[src/hw/tkpd_pkg.sv]
// constants for the touch and keypad power-down control block
package tkpd_pkg;
	// register map, 16-bit word addresses on the serial register port
	localparam logic [6:0]  ADDR_POWER_DOWN   = 7'h08;
	localparam logic [6:0]  ADDR_KEY_FIRST    = 7'h0A;
	localparam logic [6:0]  ADDR_KEY_SECOND   = 7'h0B;
	// field positions inside the power-down register
	localparam int          TOUCH_PD_BIT      = 0;
	localparam int          KEYPAD_PD_BIT     = 1;
	localparam int          PD_FIELD_W        = 2;
	localparam logic [1:0]  POWER_DOWN_RESET  = 2'h0;
	localparam logic [15:0] KEY_RESULT_EMPTY  = 16'h0000;
	// serial frame layout: read flag, 7 address bits, 16 data bits
	localparam int          CMD_BITS          = 8;
	localparam int          FRAME_BITS        = 24;
	localparam int          DATA_BITS         = 16;
	localparam logic [4:0]  CMD_LAST          = 5'h07;
	localparam logic [4:0]  FRAME_LAST        = 5'h17;
	localparam logic [4:0]  DATA_FIRST        = 5'h08;
	// widths of the pins handled here
	localparam int          COLUMN_COUNT      = 6;
	localparam int          PANEL_SWITCHES    = 4;
endpackage

[src/hw/tkpd_serial_port.sv]
// serial register port: oversampled slave with 24-bit frames
`timescale 1ns/1ps
`default_nettype none
module tkpd_serial_port (
	input  wire logic        ref_clk,   // system clock
	input  wire logic        rst,       // async reset, active high
	input  wire logic        csn_pin,   // chip select pin, active low
	input  wire logic        sclk_pin,  // serial clock pin
	input  wire logic        din_pin,   // serial data in pin
	input  wire logic [15:0] rdata,     // read data for addr
	output logic       [6:0] addr,      // captured address
	output logic             rd_stb,    // read command taken
	output logic             wr_stb,    // write frame complete
	output logic      [15:0] wdata,     // write data
	output logic             dout,      // serial data out
	output logic             dout_oe_n  // dout enable, low drives
);
	logic [1:0]  csn_s;
	logic [2:0]  sclk_s;
	logic [1:0]  din_s;
	logic [4:0]  bit_cnt;
	logic [22:0] shift;
	logic [15:0] tx;
	logic        is_read;
	logic        rise;
	logic        fall;
	logic        active;

	// two stages on every pin; third sclk stage only feeds edge detect
	always_ff @(posedge ref_clk or posedge rst) begin
		if (rst) begin
			csn_s  <= 2'h3;
			sclk_s <= 3'h0;
			din_s  <= 2'h0;
		end else begin
			csn_s  <= {csn_s[0], csn_pin};
			sclk_s <= {sclk_s[1:0], sclk_pin};
			din_s  <= {din_s[0], din_pin};
		end
	end

	assign active = ~csn_s[1];
	assign rise   = active & sclk_s[1] & ~sclk_s[2];
	assign fall   = active & ~sclk_s[1] & sclk_s[2];

	// input side: sample on rising sclk, decode command and frame end
	always_ff @(posedge ref_clk or posedge rst) begin
		if (rst) begin
			bit_cnt <= 5'h00;
			shift   <= 23'h000000;
			addr    <= 7'h00;
			is_read <= 1'b0;
			rd_stb  <= 1'b0;
			wr_stb  <= 1'b0;
			wdata   <= 16'h0000;
		end else begin
			rd_stb <= 1'b0;
			wr_stb <= 1'b0;
			if (!active) begin
				bit_cnt <= 5'h00; // frame aborted or finished
			end else if (rise) begin
				shift <= {shift[21:0], din_s[1]};
				// stop one past the last bit so a stray extra clock never strobes again
				if (bit_cnt <= tkpd_pkg::FRAME_LAST)
					bit_cnt <= bit_cnt + 5'h01;
				if (bit_cnt == tkpd_pkg::CMD_LAST) begin
					addr    <= {shift[5:0], din_s[1]};
					is_read <= shift[6];
					rd_stb  <= shift[6];
				end
				if (bit_cnt == tkpd_pkg::FRAME_LAST) begin
					wdata  <= {shift[14:0], din_s[1]};
					wr_stb <= ~is_read; // extra clocks past 24 are ignored
				end
			end
		end
	end

	// output side: change dout on falling sclk, drive from the first read data bit until chip select rises
	always_ff @(posedge ref_clk or posedge rst) begin
		if (rst) begin
			tx        <= 16'h0000;
			dout      <= 1'b0;
			dout_oe_n <= 1'b1;
		end else if (!active) begin
			dout_oe_n <= 1'b1;
		end else if (fall && is_read && bit_cnt >= tkpd_pkg::DATA_FIRST) begin
			dout_oe_n <= 1'b0;
			if (bit_cnt == tkpd_pkg::DATA_FIRST) begin
				tx   <= rdata;
				dout <= rdata[15];
			end else begin
				tx   <= {tx[14:0], 1'b0};
				dout <= tx[14];
			end
		end
	end
endmodule // tkpd_serial_port
`default_nettype wire

[src/hw/tkpd_power_ctrl.sv]
// power-down control of the touch screen and keypad scanner blocks
`timescale 1ns/1ps
`default_nettype none
// Notes on behaviour
// - touch power-down set opens every panel driver switch.
// - touch powered down: pen detect off, pen interrupt held high.
// - keypad power-down set drives all six column outputs low while set.
// - keypad power-down stops scanning and empties both key result registers.
// - keypad power-down cleared resumes scanning and key reporting.
// - keypad powered down: keypad interrupt output stays inactive.
// - power-down register at 08H, bit1 keypad, bit0 touch, rest read zero.
module tkpd_power_ctrl #(
	parameter int COLS = tkpd_pkg::COLUMN_COUNT,   // keypad columns
	parameter int SWS  = tkpd_pkg::PANEL_SWITCHES  // panel driver switches
) (
	input  wire logic            ref_clk,                // 20 MHz clock
	input  wire logic            rst,                    // async reset, active high
	input  wire logic            csn_pin,                // serial select, active low
	input  wire logic            sclk_pin,               // serial clock
	input  wire logic            din_pin,                // serial data in
	output logic                 dout,                   // serial data out
	output logic                 dout_oe_n,              // dout enable, low drives
	input  wire logic [SWS-1:0]  panel_switch_req,       // switch closes asked by converter
	output logic      [SWS-1:0]  panel_switch_en,        // switch gate drives
	input  wire logic            pen_detect_pin,         // pen comparator, high on touch
	output logic                 pen_touch_irq_n,        // pen interrupt, active low
	input  wire logic [COLS-1:0] column_req,             // column levels from scanner
	output logic      [COLS-1:0] keypad_column_drives,   // column pins
	output logic                 scan_enable,            // scanner run permit
	input  wire logic            key_load,               // scanner result pulse
	input  wire logic [15:0]     key_code_first,         // first key result
	input  wire logic [15:0]     key_code_second,        // second key result
	output logic                 key_irq_n,              // keypad interrupt, active low
	output logic      [tkpd_pkg::PD_FIELD_W-1:0] power_down_state // power-down bits
);
	logic [tkpd_pkg::PD_FIELD_W-1:0] block_power_down_control;
	logic [15:0] key_result_first;
	logic [15:0] key_result_second;
	logic [6:0]  addr;
	logic        rd_stb;
	logic        wr_stb;
	logic [15:0] wdata;
	logic [15:0] rdata;
	logic [1:0]  pen_s;
	logic        touch_block_power_down;
	logic        keypad_block_power_down;

	assign touch_block_power_down  = block_power_down_control[tkpd_pkg::TOUCH_PD_BIT];
	assign keypad_block_power_down = block_power_down_control[tkpd_pkg::KEYPAD_PD_BIT];

	tkpd_serial_port u_port (
		.ref_clk   (ref_clk),
		.rst       (rst),
		.csn_pin   (csn_pin),
		.sclk_pin  (sclk_pin),
		.din_pin   (din_pin),
		.rdata     (rdata),
		.addr      (addr),
		.rd_stb    (rd_stb),
		.wr_stb    (wr_stb),
		.wdata     (wdata),
		.dout      (dout),
		.dout_oe_n (dout_oe_n)
	);

	// read decode; unmapped addresses and upper register bits read zero
	always_comb begin
		unique case (addr)
			tkpd_pkg::ADDR_POWER_DOWN: rdata = {14'h0000, block_power_down_control};
			tkpd_pkg::ADDR_KEY_FIRST:  rdata = key_result_first;
			tkpd_pkg::ADDR_KEY_SECOND: rdata = key_result_second;
			default:                   rdata = 16'h0000;
		endcase
	end

	// power-down register, only the two low bits are stored
	always_ff @(posedge ref_clk or posedge rst) begin
		if (rst)
			block_power_down_control <= tkpd_pkg::POWER_DOWN_RESET;
		else if (wr_stb && addr == tkpd_pkg::ADDR_POWER_DOWN)
			block_power_down_control <= wdata[tkpd_pkg::PD_FIELD_W-1:0];
	end

	// pen comparator is asynchronous to the clock
	always_ff @(posedge ref_clk or posedge rst) begin
		if (rst)
			pen_s <= 2'h0;
		else
			pen_s <= {pen_s[0], pen_detect_pin};
	end

	// touch side gating; no path closes a switch while powered down
	always_ff @(posedge ref_clk or posedge rst) begin
		if (rst) begin
			panel_switch_en <= '0;
			pen_touch_irq_n <= 1'b1;
		end else if (touch_block_power_down) begin
			panel_switch_en <= '0;
			pen_touch_irq_n <= 1'b1;
		end else begin
			panel_switch_en <= panel_switch_req;
			pen_touch_irq_n <= ~pen_s[1];
		end
	end

	// keypad columns and scan permit follow the power-down bit
	always_ff @(posedge ref_clk or posedge rst) begin
		if (rst) begin
			keypad_column_drives <= '0;
			scan_enable          <= 1'b0;
		end else begin
			keypad_column_drives <= keypad_block_power_down ? '0 : column_req;
			scan_enable          <= ~keypad_block_power_down;
		end
	end

	// key results: cleared and frozen while powered down, so stale keys never show
	always_ff @(posedge ref_clk or posedge rst) begin
		if (rst) begin
			key_result_first  <= tkpd_pkg::KEY_RESULT_EMPTY;
			key_result_second <= tkpd_pkg::KEY_RESULT_EMPTY;
		end else if (keypad_block_power_down) begin
			key_result_first  <= tkpd_pkg::KEY_RESULT_EMPTY;
			key_result_second <= tkpd_pkg::KEY_RESULT_EMPTY;
		end else if (key_load) begin
			key_result_first  <= key_code_first;
			key_result_second <= key_code_second;
		end
	end

	// keypad interrupt: new key wins over a read of the first result in the same cycle
	always_ff @(posedge ref_clk or posedge rst) begin
		if (rst)
			key_irq_n <= 1'b1;
		else if (keypad_block_power_down)
			key_irq_n <= 1'b1;
		else if (key_load)
			key_irq_n <= 1'b0;
		else if (rd_stb && addr == tkpd_pkg::ADDR_KEY_FIRST)
			key_irq_n <= 1'b1;
	end

	// state export for the rest of the device
	always_ff @(posedge ref_clk or posedge rst) begin
		if (rst)
			power_down_state <= tkpd_pkg::POWER_DOWN_RESET;
		else
			power_down_state <= block_power_down_control;
	end

	// checks
	property p_touch_switches_open;
		@(posedge ref_clk) disable iff (rst)
		$past(touch_block_power_down) |-> panel_switch_en == '0;
	endproperty
	a_touch_switches_open: assert property (p_touch_switches_open) else $error("panel switch closed in power down");

	property p_pen_irq_high;
		@(posedge ref_clk) disable iff (rst)
		touch_block_power_down [*2] |-> pen_touch_irq_n;
	endproperty
	a_pen_irq_high: assert property (p_pen_irq_high) else $error("pen interrupt active in power down");

	property p_columns_low;
		@(posedge ref_clk) disable iff (rst)
		$past(keypad_block_power_down) |-> keypad_column_drives == '0;
	endproperty
	a_columns_low: assert property (p_columns_low) else $error("keypad column driven in power down");

	property p_keys_cleared;
		@(posedge ref_clk) disable iff (rst)
		$rose(keypad_block_power_down) |=> key_result_first == 16'h0000 && key_result_second == 16'h0000 && !scan_enable;
	endproperty
	a_keys_cleared: assert property (p_keys_cleared) else $error("key data not cleared at power down");

	property p_key_resume;
		@(posedge ref_clk) disable iff (rst)
		!keypad_block_power_down && key_load |=> key_result_first == $past(key_code_first) && !key_irq_n && scan_enable;
	endproperty
	a_key_resume: assert property (p_key_resume) else $error("key report missing after power up");

	property p_key_irq_quiet;
		@(posedge ref_clk) disable iff (rst)
		keypad_block_power_down |=> key_irq_n;
	endproperty
	a_key_irq_quiet: assert property (p_key_irq_quiet) else $error("keypad interrupt in power down");

	property p_pd_write;
		@(posedge ref_clk) disable iff (rst)
		wr_stb && addr == tkpd_pkg::ADDR_POWER_DOWN |=> block_power_down_control == $past(wdata[1:0])
			##1 power_down_state == $past(wdata[1:0], 2);
	endproperty
	a_pd_write: assert property (p_pd_write) else $error("power-down register write lost");

	property p_touch_resume;
		@(posedge ref_clk) disable iff (rst)
		!touch_block_power_down |=> panel_switch_en == $past(panel_switch_req) && pen_touch_irq_n == !$past(pen_s[1]);
	endproperty
	a_touch_resume: assert property (p_touch_resume) else $error("touch block not restored");

	property p_scan_halted;
		@(posedge ref_clk) disable iff (rst)
		$past(keypad_block_power_down) |-> !scan_enable && key_result_second == tkpd_pkg::KEY_RESULT_EMPTY;
	endproperty
	a_scan_halted: assert property (p_scan_halted) else $error("scan running or key data kept in power down");

	property p_columns_follow;
		@(posedge ref_clk) disable iff (rst)
		!keypad_block_power_down |=> keypad_column_drives == $past(column_req);
	endproperty
	a_columns_follow: assert property (p_columns_follow) else $error("keypad columns not restored");

	property p_key_irq_source;
		@(posedge ref_clk) disable iff (rst)
		$fell(key_irq_n) |-> $past(key_load) && !$past(keypad_block_power_down);
	endproperty
	a_key_irq_source: assert property (p_key_irq_source) else $error("keypad interrupt without allowed key");

	property p_state_copy;
		@(posedge ref_clk) disable iff (rst)
		power_down_state == $past(block_power_down_control);
	endproperty
	a_state_copy: assert property (p_state_copy) else $error("power-down state export wrong");
endmodule // tkpd_power_ctrl
`default_nettype wire

[config.mk]
export PLATFORM = sky130hd
export DESIGN_NAME = tkpd_power_ctrl
export DESIGN_NICKNAME = d
export VERILOG_FILES = /design/src/hw/tkpd_pkg.sv /design/src/hw/tkpd_serial_port.sv /design/src/hw/tkpd_power_ctrl.sv
export SDC_FILE = /design/constraint.sdc
export NUM_CORES = 1
export LEC_CHECK = 0
export BUFFER_PORTS_ARGS = -buffer_cell sky130_fd_sc_hd__buf_2
export CAP_MARGIN = 40
export CORE_ASPECT_RATIO = 0.75
export CORE_MARGIN = 8
export CORE_UTILIZATION = 53
export CTS_CLUSTER_DIAMETER = 120
export DETAILED_ROUTE_END_ITERATION = 8
export PLACE_DENSITY = 0.73
export SYNTH_ARGS = -nofsm -noshare
export SYNTH_HDL_FRONTEND = slang
export SYNTH_SLANG_ARGS = --single-unit
[constraint.sdc]
create_clock -name ref_clk -period 3.7 [get_ports ref_clk]
set_input_delay 0 -clock ref_clk [delete_from_list [all_inputs] [get_ports ref_clk]]
set_output_delay 0 -clock ref_clk [all_outputs]
set_load 0.02 [all_outputs]
==> metrics.md, run 1 <==
| Metric | Value |
|---|---|
| Run status | finished, final reports clean |
| Vias per inst | 5.21 |
| Worst VDD drop | 353 uV |
| Layout Nets | 505 |
| Tmin final | 2100 ps |
| Crit path DAT | 2370 ps |
| CTS Buf Count | 9 |
| Avg Cell Area, Syn | 12.3 um^2 |
| Async S/R FF share, synth | 1.00 |
| Count leader, synth | dfrtp_1 |
| Non-filler cells, final | 564 |
| Worst Hold Margin | 132 ps |
| Crit Path Max Fanout | 18 |
| Final hold violations | 0 |
| Final ANT Viol Nets | 0 |
| DRC viols | 0 |
| Ys Warns | 0 |
| FP Rows | 28 |
| Netlist cell types | 38 |
| Fin crit share | 0.568 |
| Hold crit path type | in -> async |
| Clk slew on worst S/H paths | 100 ps |
| DR pass1 iterations | 4 |
| Die Y | 92.8 um |
| Top post-synthesis cells by count | dfrtp_1, nor2_1, mux2i_1, mux2_2, inv_1 |
| Sink Count | 99 |
| Ant diodes | 0 |
| Placed Cells | 498 |
| Drt wl/cell | 16.3 um |
| Post-CTS Setup Bufs | 0 |
| RSZ-0062 raised after global routing | no |
| Clk root buf | clkbuf_8 |
| Ys flop type | dfrtp_1 |
| Max Buffers Root-to-Sink | 2 |
| Cells after Synth | 339 |
| Total power | 2130 uW |
| Vias in the first global route | 3181 |
| CP Buf/Inv Count | 2 |
| Final GP Congestion | 0.756 |
| Largest cells by area after synthesis | dfrtp_1, mux2i_1, mux2_2, nor2_1, dfstp_2 |
| Family with the most delay on the worst path | simple AND/OR/NAND/NOR gates |
| Part of the Yosys area used for sequential elements | 0.596 |
| Vias | 2938 |
| Worst r2r path cells | 7 |
| Critical Path RT | 3970 ps |
| Share of layout cells above drive strength 1 | 0.285 |
| EDFF count, synth | 0 |
| Skew final | 11.0 ps |
| Delay of the slowest critical-path stage | 460 ps |
| Max stage delay cell, worst path | nand4_2 |
| Max Fclk | 0.475 GHz |
| Core footprint | 7780 um^2 |
| Dpl hpwl | 5.92 mm |
| # setup viols final | 0 |
| Pwr/cell area | 400 nW/um^2 |
| Worst Setup Start Kind | flip-flop |
| CP cell instances | inv_1, ha_1, nand4bb_1, buf_4, nor2_1, nand4_2, o211ai_1 |
| Leak | 0.00255 uW |
| Post-synthesis cell area | 4170 um^2 |
| Drt initial violations | 88 |
| Post-route cell area | 5330 um^2 |
| Yosys top cell area share | 0.564 |
| Post-Route WL | 9.20 mm |
| Die area | 11000 um^2 |
| Port Buf Inserts | 65 |
| Die width | 118 um |
| Clock H-tree levels | 3 |
| WS Path Type | reg -> reg |
| Starting Density | 0.536 |
| Worst slew pin tran | 752 ps |
| CTS tree | done |
| MaxCap Viol Count | 0 |
| CP endpoint kind | flip-flop |
| Flops & latches, synth | 99 |
| Synth Net Count | 390 |
| Worst skew pair latency | 370 ps |
| Crit path depth | 7 |
| Post-DP Area | 4630 um^2 |
| Largest net degree at the start of global routing | 60 |
| First-pass GRT wire length | 15.5 mm |
| Initial antenna violation count | 0 |
| Pins Over Slew Limit | 0 |
| Syn-to-layout area delta | 27.8% |
| Max-slew headroom | 0.495 |
| # IOs | 66 |
| Largest area contributor in the netlist | dfrtp_1 |
| GRT Residual Overflow | 0 |
| Setup TNS | 0 ps |
| Overall Global Routing Usage | 0.178 |
[final cells by class]
cell class,count,area (um^2)
Timing Repair Buffer,123,918
Fill cell,592,2450
Clock buffer,10,138
Multi-Input combinational cell,202,1520
Clock inverter,6,63.8
Sequential cell,99,2480
Tap cell,105,131
Inverter,19,73.8
[layout by cell type (no fill, tap or decap), types with 3 or more instances in the layout]
cell	netlist	layout
inv_1	19	18
nand2b_1	3	3
dfstp_2	5	5
o211ai_1	5	5
buf_2	11	65
a211oi_1	14	14
dfrtp_1	94	94
nand2_1	16	16
dlygate4sd3_1	0	50
mux2_2	21	21
nand3_1	4	4
o21ai_0	6	6
clkbuf_8	0	10
mux2i_1	33	33
o211ai_2	10	10
o21bai_1	14	14
buf_4	0	6
nor2b_1	10	10
nor2_1	41	41
[logic make-up (layout without fill, tap and decap cells)]
| family | count (synthesis) | in the layout | share of synthesized area |
|---|---|---|---|
| simple gates | 88 | 88 | 0.110 |
| buf+inv | 38 | 158 | 0.0396 |
| flops | 99 | 99 | 0.596 |
| fa+ha+maj | 2 | 2 | 0.00600 |
| compound gates | 57 | 57 | 0.110 |
| xor+xnor | 1 | 1 | 0.00210 |
| mux | 54 | 54 | 0.136 |
[sequential cells by signal, indices dropped and copies added (netlist names), 2 cells and up]
register	cells
u_port.din_s	2
u_port.tx	15
panel_switch_en	4
key_result_first	16
u_port.bit_cnt	5
u_port.addr	7
pen_s	2
block_power_down_control	2
u_port.csn_s	2
u_port.shift	7
u_port.sclk_s	3
u_port.wdata	2
key_result_second	16
power_down_state	2
keypad_column_drives	6
[metal layers]
layer | GRT usage | wire length, um | up-vias
met5 | 0 | 0 | -
met4 | 0.0546 | 116 | 0
met3 | 0.0742 | 565 | 9
met2 | 0.285 | 4260 | 61
met1 | 0.217 | 4260 | 1466
li1 | - | - | 1402
[worst register-to-register path, cell delays in order (launching register included)]
cell       delay, ps
dfrtp_1          440
inv_1             80
ha_1             140
nand4bb_1        100
buf_4            220
nor2_1           190
nand4_2          460
o211ai_1         370
[through the flow]
step                       util  setup slack (ps)
after floorplan               -              1120
after global placement    0.589              1730
after detailed placement  0.595              1620
after CTS                 0.685              1580
after global routing      0.685              1460
final                     0.685              1600
[report_power, final]
part / total (uW) / internal, uW / switching (uW) / leakage [uW]
clock network: 703 / 331 / 372 / 0.0000987
logic: 218 / 123 / 94.7 / 0.00122
registers: 1210 / 1160 / 50.0 / 0.00124
total: 2130 / 1610 / 517 / 0.00255
[worst paths after layout]
| kind | from | end | slack, ps |
|---|---|---|---|
| hold / removal | rst | pen_s[1] | 130 |
| max in group asynchronous | rst | key_irq_n | 2960 |
| hold reg to reg | u_port.csn_s[0] | u_port.csn_s[1] | 360 |
| min in group ref_clk | key_load | key_irq_n | 170 |
| setup / recovery | u_port.bit_cnt[0] | u_port.tx[12] | 1600 |
| setup reg to reg | u_port.bit_cnt[0] | u_port.tx[12] | 1600 |
[repair_timing]
action                    CTS  global route
resized for setup           0             0
hold buffers               50             0
hold endpoints to repair  141             0
Power figures use the tool's default switching activity.
==> run 2, diff against run 1 <==
--- a/config.mk
+++ b/config.mk
@@ -9,10 +9,10 @@
 export CAP_MARGIN = 40
 export CORE_ASPECT_RATIO = 0.75
 export CORE_MARGIN = 8
-export CORE_UTILIZATION = 53
+export CORE_UTILIZATION = 51
 export CTS_CLUSTER_DIAMETER = 120
 export DETAILED_ROUTE_END_ITERATION = 8
-export PLACE_DENSITY = 0.73
+export PLACE_DENSITY = 0.74
 export SYNTH_ARGS = -nofsm -noshare
 export SYNTH_HDL_FRONTEND = slang
 export SYNTH_SLANG_ARGS = --single-unit
==> constraint.sdc (replaced) <==
create_clock -name ref_clk -period 1.88 [get_ports ref_clk]
set_input_delay 0 -clock ref_clk [delete_from_list [all_inputs] [get_ports ref_clk]]
set_output_delay 0 -clock ref_clk [all_outputs]
set_load 0.02 [all_outputs]
==> metrics.md, run 2 (synthesized netlist as in run 1, its figures left out) <==
| Metric | Value |
|---|---|
| Share of layout cells above drive strength 1 | 0.292 (+0.00654) |
| GRT Residual Overflow | 0 (unchanged) |
| Non-filler cells, final | 564 (unchanged) |
| Setup TNS | 0 ps (unchanged) |
| CTS tree | done |
| DR pass1 iterations | 4 (unchanged) |
| Max-slew headroom | 0.588 (+0.0931) |
| Crit path DAT | 1950 ps (-420 ps) |
| Max Fclk | 0.590 GHz (+24%) |
| Drt wl/cell | 15.6 um (-4.3%) |
| Syn-to-layout area delta | 27.9% (about the same) |
| Hold Path Sink | key_result_first[8] |
| Critical Path RT | 2130 ps (-1840 ps) |
| Placed Cells | 501 (+0.60%) |
| Worst hold stages | 3 |
| CTS Buf Count | 9 (unchanged) |
| Largest regs | key_result_first (16), key_result_second (16), u_port.tx (15) |
| MaxCap Viol Count | 0 (unchanged) |
| Clk root buf | clkbuf_8 |
| Die width | 120 um (+1.7%) |
| Final ANT Viol Nets | 0 (unchanged) |
| CP cell instances | buf_4, ha_1, and3_1, nand2_1, mux2_2 |
| # setup viols final | 0 (unchanged) |
| Skew final | 10.5 ps (-0.511 ps) |
| GR peak layer | met2 |
| Dpl hpwl | 5.77 mm (-2.5%) |
| WS Path Type | reg -> reg |
| Crit Path Max Fanout | 8 (-10) |
| Met1 track demand over resource | 0.215 (-0.00183) |
| Final GP Congestion | 0.782 (+3.5%) |
| Commonest non-fill, non-tap cell in the layout | dfrtp_1 |
| Vias | 2870 (-2.3%) |
| Port Buf Inserts | 65 (unchanged) |
| DP Worst Slack | 166 ps (-1450 ps) |
| Max Buffers Root-to-Sink | 2 (unchanged) |
| Fillers | 616 (+4.1%) |
| Initial antenna violation count | 0 (unchanged) |
| Clk slew on worst S/H paths | 90 ps (about the same) |
| Pwr/cell area | 764 nW/um^2 (+91%) |
| Final hold violations | 0 (unchanged) |
| Layout Nets | 505 (unchanged) |
| Die Y | 94.3 um (+1.6%) |
| Worst r2r path cells | 5 (-2) |
| Vias per inst | 5.09 (-2.3%) |
| Worst Setup Start Kind | flip-flop |
| R2r setup slk | 180 ps (-1410 ps) |
| Pins Over Slew Limit | 0 (unchanged) |
| Core footprint | 7920 um^2 (+1.8%) |
| # IOs | 66 (unchanged) |
| Post-route cell area | 5330 um^2 (about the same) |
| Hold crit path type | in -> reg |
| Starting Density | 0.527 (-0.00949) |
| DRC viols | 0 (unchanged) |
| Leak | 0.00255 uW (about the same) |
| Fin util | 0.673 (-0.0118) |
| Worst VDD drop | 708 uV (+100%) |
| Sink Count | 99 (unchanged) |
| Met2 Use GR | 0.265 (-0.0197) |
| RR Endpoint | u_port.addr[1] |
| Ant diodes | 0 (unchanged) |
| RSZ-0062 raised after global routing | no |
| Vias in the first global route | 3006 (-5.5%) |
| Max stage delay cell, worst path | dfrtp_1 |
| Worst slew pin tran | 617 ps (-135 ps) |
| CP endpoint kind | flip-flop |
| Tmin final | 1700 ps (-408 ps) |
| Worst r2r src | u_port.bit_cnt[0] |
| Overall Global Routing Usage | 0.170 (-0.00805) |
| Clock H-tree levels | 3 (unchanged) |
| Post-Route WL | 8.81 mm (-4.3%) |
| FP Rows | 28 (unchanged) |
| Fin worst setup slack | 185 ps (-1410 ps) |
| Post-DP Area | 4670 um^2 (+0.89%) |
| Met3 Use GR | 0.0643 (-0.00990) |
| Worst skew pair latency | 360 ps (about the same) |
| Largest net degree at the start of global routing | 100 (+67%) |
| Delay of the slowest critical-path stage | 390 ps (-70 ps) |
| Hold Startpoint | key_load |
| First-pass GRT wire length | 15.2 mm (-2.0%) |
| Fin crit share | 0.902 (+0.333) |
| Die area | 11400 um^2 (+3.3%) |
| Most frequent cells in the layout | dfrtp_1, buf_2, dlygate4sd3_1, nor2_1, mux2i_1 |
| Run status | finished, final reports clean |
| Drt initial violations | 124 (+41%) |
-- run 2: per-stage QoR --
step	hold WS, ps	total power (uW)
finish	183	4070
global route	185	4290
CTS	163	4130
detailed placement	106	2760
global placement	108	2750
floorplan	4.48	2620
-- run 2: routing by layer --
metal,routed length [um],vias up
met4,72,0
met3,518,8
met2,4090,68
li1,-,1398
met1,4120,1396
met5,0,-
-- run 2: report_power, final --
| group | switching (uW) | internal, uW | leakage [uW] |
|---|---|---|---|
| Clock | 684 | 590 | 0.0000956 |
| Combinational | 183 | 233 | 0.00122 |
| Sequential | 96.3 | 2280 | 0.00124 |
| Total | 964 | 3110 | 0.00255 |
-- run 2: layout make-up --
cell class              instances  area [um^2]  area share
well taps                     105          131      0.0246
clock buffers                  13          169      0.0317
flip-flops and latches         99         2480       0.466
inverters                      19         75.1      0.0141
repair buffers                123          928       0.174
clock inverters                 3         21.3     0.00399
multi-input cells             202         1520       0.286
-- run 2: repair_timing --
action / 4_1_cts / 5_1_grt
hold buffers: 47 / 0
endpoints found under the setup margin: 0 / 1
hold endpoints to repair: 140 / 0
gates resized for setup: 0 / 1
setup buffers: 0 / 0
-- run 2: worst max-delay path by stage --
stage                 startpoint              to  slack [ps]  depth (start not counted)
2_1_floorplan  u_port.bit_cnt[0]    u_port.tx[3]         300                          8
3_3_place_gp   u_port.bit_cnt[1]   u_port.tx[14]         220                          8
3_5_place_dp   u_port.bit_cnt[1]   u_port.tx[12]         170                          8
4_1_cts        u_port.bit_cnt[1]   u_port.tx[12]         140                          8
5_1_grt        u_port.bit_cnt[1]   u_port.tx[13]          40                          8
6_report       u_port.bit_cnt[0]  u_port.addr[1]         180                          5
-- run 2: worst max-delay path: cells and delay by family (launching register included) --
family	cells	cell delay, ps
adders and majority gates	1	210
and+or+nand+nor	2	450
DFF	1	390
muxes	1	380
buffers and inverters	1	150
==> run 3, diff against run 2 <==
--- a/config.mk
+++ b/config.mk
@@ -9,10 +9,11 @@
 export CAP_MARGIN = 40
 export CORE_ASPECT_RATIO = 0.75
 export CORE_MARGIN = 8
-export CORE_UTILIZATION = 51
+export CORE_UTILIZATION = 52
 export CTS_CLUSTER_DIAMETER = 120
 export DETAILED_ROUTE_END_ITERATION = 8
 export PLACE_DENSITY = 0.74
 export SYNTH_ARGS = -nofsm -noshare
 export SYNTH_HDL_FRONTEND = slang
+export SYNTH_HIERARCHICAL = 1
 export SYNTH_SLANG_ARGS = --single-unit
==> metrics.md, run 3 <==
| Metric | Value |
|---|---|
| Non-filler cells, final | 571 (+1.2%) |
| Crit Path Max Fanout | 16 (+8) |
| Die area | 11400 um^2 (+0.59%) |
| Worst slew pin tran | 591 ps (-26.0 ps) |
| Drt wl/cell | 15.6 um (+0.18%) |
| Largest net degree at the start of global routing | 49 (-51%) |
| Worst r2r src | u_port/bit_cnt[0] |
| Drt initial violations | 140 (+13%) |
| Max-slew headroom | 0.606 (+0.0178) |
| FP Rows | 28 (unchanged) |
| Starting Density | 0.538 (+0.0117) |
| Initial antenna violation count | 0 (unchanged) |
| Placed Cells | 508 (+1.4%) |
| Final ANT Viol Nets | 0 (unchanged) |
| Die Y | 94.6 um (+0.29%) |
| RSZ-0062 raised after global routing | no |
| Share of layout cells above drive strength 1 | 0.333 (+0.0407) |
| Vias in the first global route | 2962 (-1.5%) |
| WS Path Type | reg -> reg |
| Synth Net Count | 393 (+0.77%) |
| Skew final | 10.0 ps (-0.429 ps) |
| Final GP Congestion | 0.709 (-9.4%) |
| MaxCap Viol Count | 0 (unchanged) |
| Commonest non-fill, non-tap cell in the layout | dfrtp_1 |
| DP Worst Slack | -12.5 ps (-179 ps) |
| Worst VDD drop | 620 uV (-12%) |
| Max Fclk | 0.561 GHz (-4.9%) |
| Fin worst setup slack | 97.1 ps (-87.5 ps) |
| Post-CTS Setup Bufs | 0 (unchanged) |
| Overall Global Routing Usage | 0.167 (-0.00301) |
| Max Buffers Root-to-Sink | 2 (unchanged) |
| Clk root buf | clkbuf_8 |
| Port Buf Inserts | 65 (unchanged) |
| Clock H-tree levels | 3 (unchanged) |
| Pins Over Slew Limit | 0 (unchanged) |
| Hold crit path type | in -> async |
| Syn-to-layout area delta | 28.2% |
| Tmin final | 1780 ps (+87.5 ps) |
| Run status | finished, final reports clean |
| Final hold violations | 0 (unchanged) |
| Pwr/cell area | 749 nW/um^2 (-1.9%) |
| Largest regs | key_result_first (16), key_result_second (16), u_port/tx (15) |
| Leak | 0.00264 uW (+3.5%) |
| Worst Setup Start Kind | flip-flop |
| GRT Residual Overflow | 0 (unchanged) |
| Crit path DAT | 2040 ps (+90 ps) |
| CTS Buf Count | 9 (unchanged) |
| Avg Cell Area, Syn | 12.5 um^2 (+1.8%) |
| Layout Nets | 512 (+1.4%) |
| Ant diodes | 0 (unchanged) |
| DR pass1 iterations | 4 (unchanged) |
| Worst skew pair latency | 360 ps (about the same) |
| Cells after Synth | 342 (+0.88%) |
| Total power | 4110 uW (+0.99%) |
| Seq. cell area | 2480 um^2 (unchanged) |
| Post-synthesis cell area | 4280 um^2 (+2.7%) |
| CTS tree | done |
| Critical Path RT | 2140 ps (about the same) |
| CP endpoint kind | flip-flop |
| Fin crit share | 0.948 (+0.0465) |
| Crit. Startpoint | u_port/bit_cnt[0] |
| # IOs | 66 (unchanged) |
| # setup viols final | 0 (unchanged) |
| Vias | 2861 (-0.31%) |
| First-pass GRT wire length | 15.1 mm (-0.23%) |
| DRC viols | 0 (unchanged) |
| Dpl hpwl | 5.78 mm (about the same) |
| Fillers | 560 (-9.1%) |
| Vias per inst | 5.01 (-1.5%) |
| Clk slew on worst S/H paths | 90 ps (about the same) |
| Ys Warns | 6 (+6) |
| Die width | 121 um (+0.30%) |
| Footprint of the multi-input gates | 1670 um^2 (+9.7%) |
| Sink Count | 99 (unchanged) |
| Post-Route WL | 8.93 mm (+1.4%) |
| Core footprint | 7950 um^2 (+0.44%) |
| Most frequent cells in the layout | dfrtp_1, buf_2, nor2_1, mux2i_1, dlygate4sd3_1 |
==> run 3: layer usage <==
layer,part of all wire,up-vias,global-route usage
met1,0.47,1409,0.221
met4,0.010,0,0.0466
li1,-,1383,-
met2,0.47,60,0.260
met3,0.050,9,0.0543
met5,0,-,0
==> run 3: final timing paths <==
| check | cells after the start | slack (ps) | endpoint |
|---|---|---|---|
| setup / recovery | 6 | 100 | u_port/tx[13] |
| setup reg to reg | 6 | 100 | u_port/tx[13] |
| hold / removal | 3 | 240 | key_result_second[6] |
| min in group ref_clk | 2 | 280 | u_port/sclk_s[0] |
| max in group asynchronous | 4 | 1050 | key_irq_n |
| hold reg to reg | 0 | 360 | pen_s[1] |
==> run 3: stage by stage <==
stage	TNS, ps	util	hold WS, ps	cell area (um^2)
finish	0	0.690	236	5490
global route	0	0.690	250	5490
CTS	0	0.690	234	5490
detailed placement	-12.5	0.605	82.4	4810
global placement	0	0.605	76.4	4810
floorplan	0	-	4.48	4290
==> run 3: critical path, cell delays in order, from the launching register on <==
cell and delay, ps:
dfrtp_1 420, inv_2 80, ha_1 140, nor4bb_4 240, buf_12 190, mux2_2 340
mux2_2 270
==> run 3: timing repair <==
item                                    in CTS  in global routing
hold endpoints to repair                   114                  0
pin swaps                                    0                  1
gates cloned                                 0                  0
hold buffers                                47                  0
resized for setup                            2                  0
endpoints found under the setup margin       8                 15
==> run 3: power by group <==
| part | switching, uW | internal, uW | total (uW) |
|---|---|---|---|
| sequential | 75.4 | 2260 | 2330 |
| clock | 720 | 654 | 1370 |
| combinational | 197 | 211 | 407 |
| total | 993 | 3120 | 4110 |
==> run 3: cell type report <==
cell class	count	share of cell area
Multi-Input combinational cell	214	0.304
Inverter	8	0.00547
Tap cell	105	0.0239
Clock buffer	10	0.0251
Timing Repair Buffer	129	0.177
Sequential cell	99	0.452
Clock inverter	6	0.0114
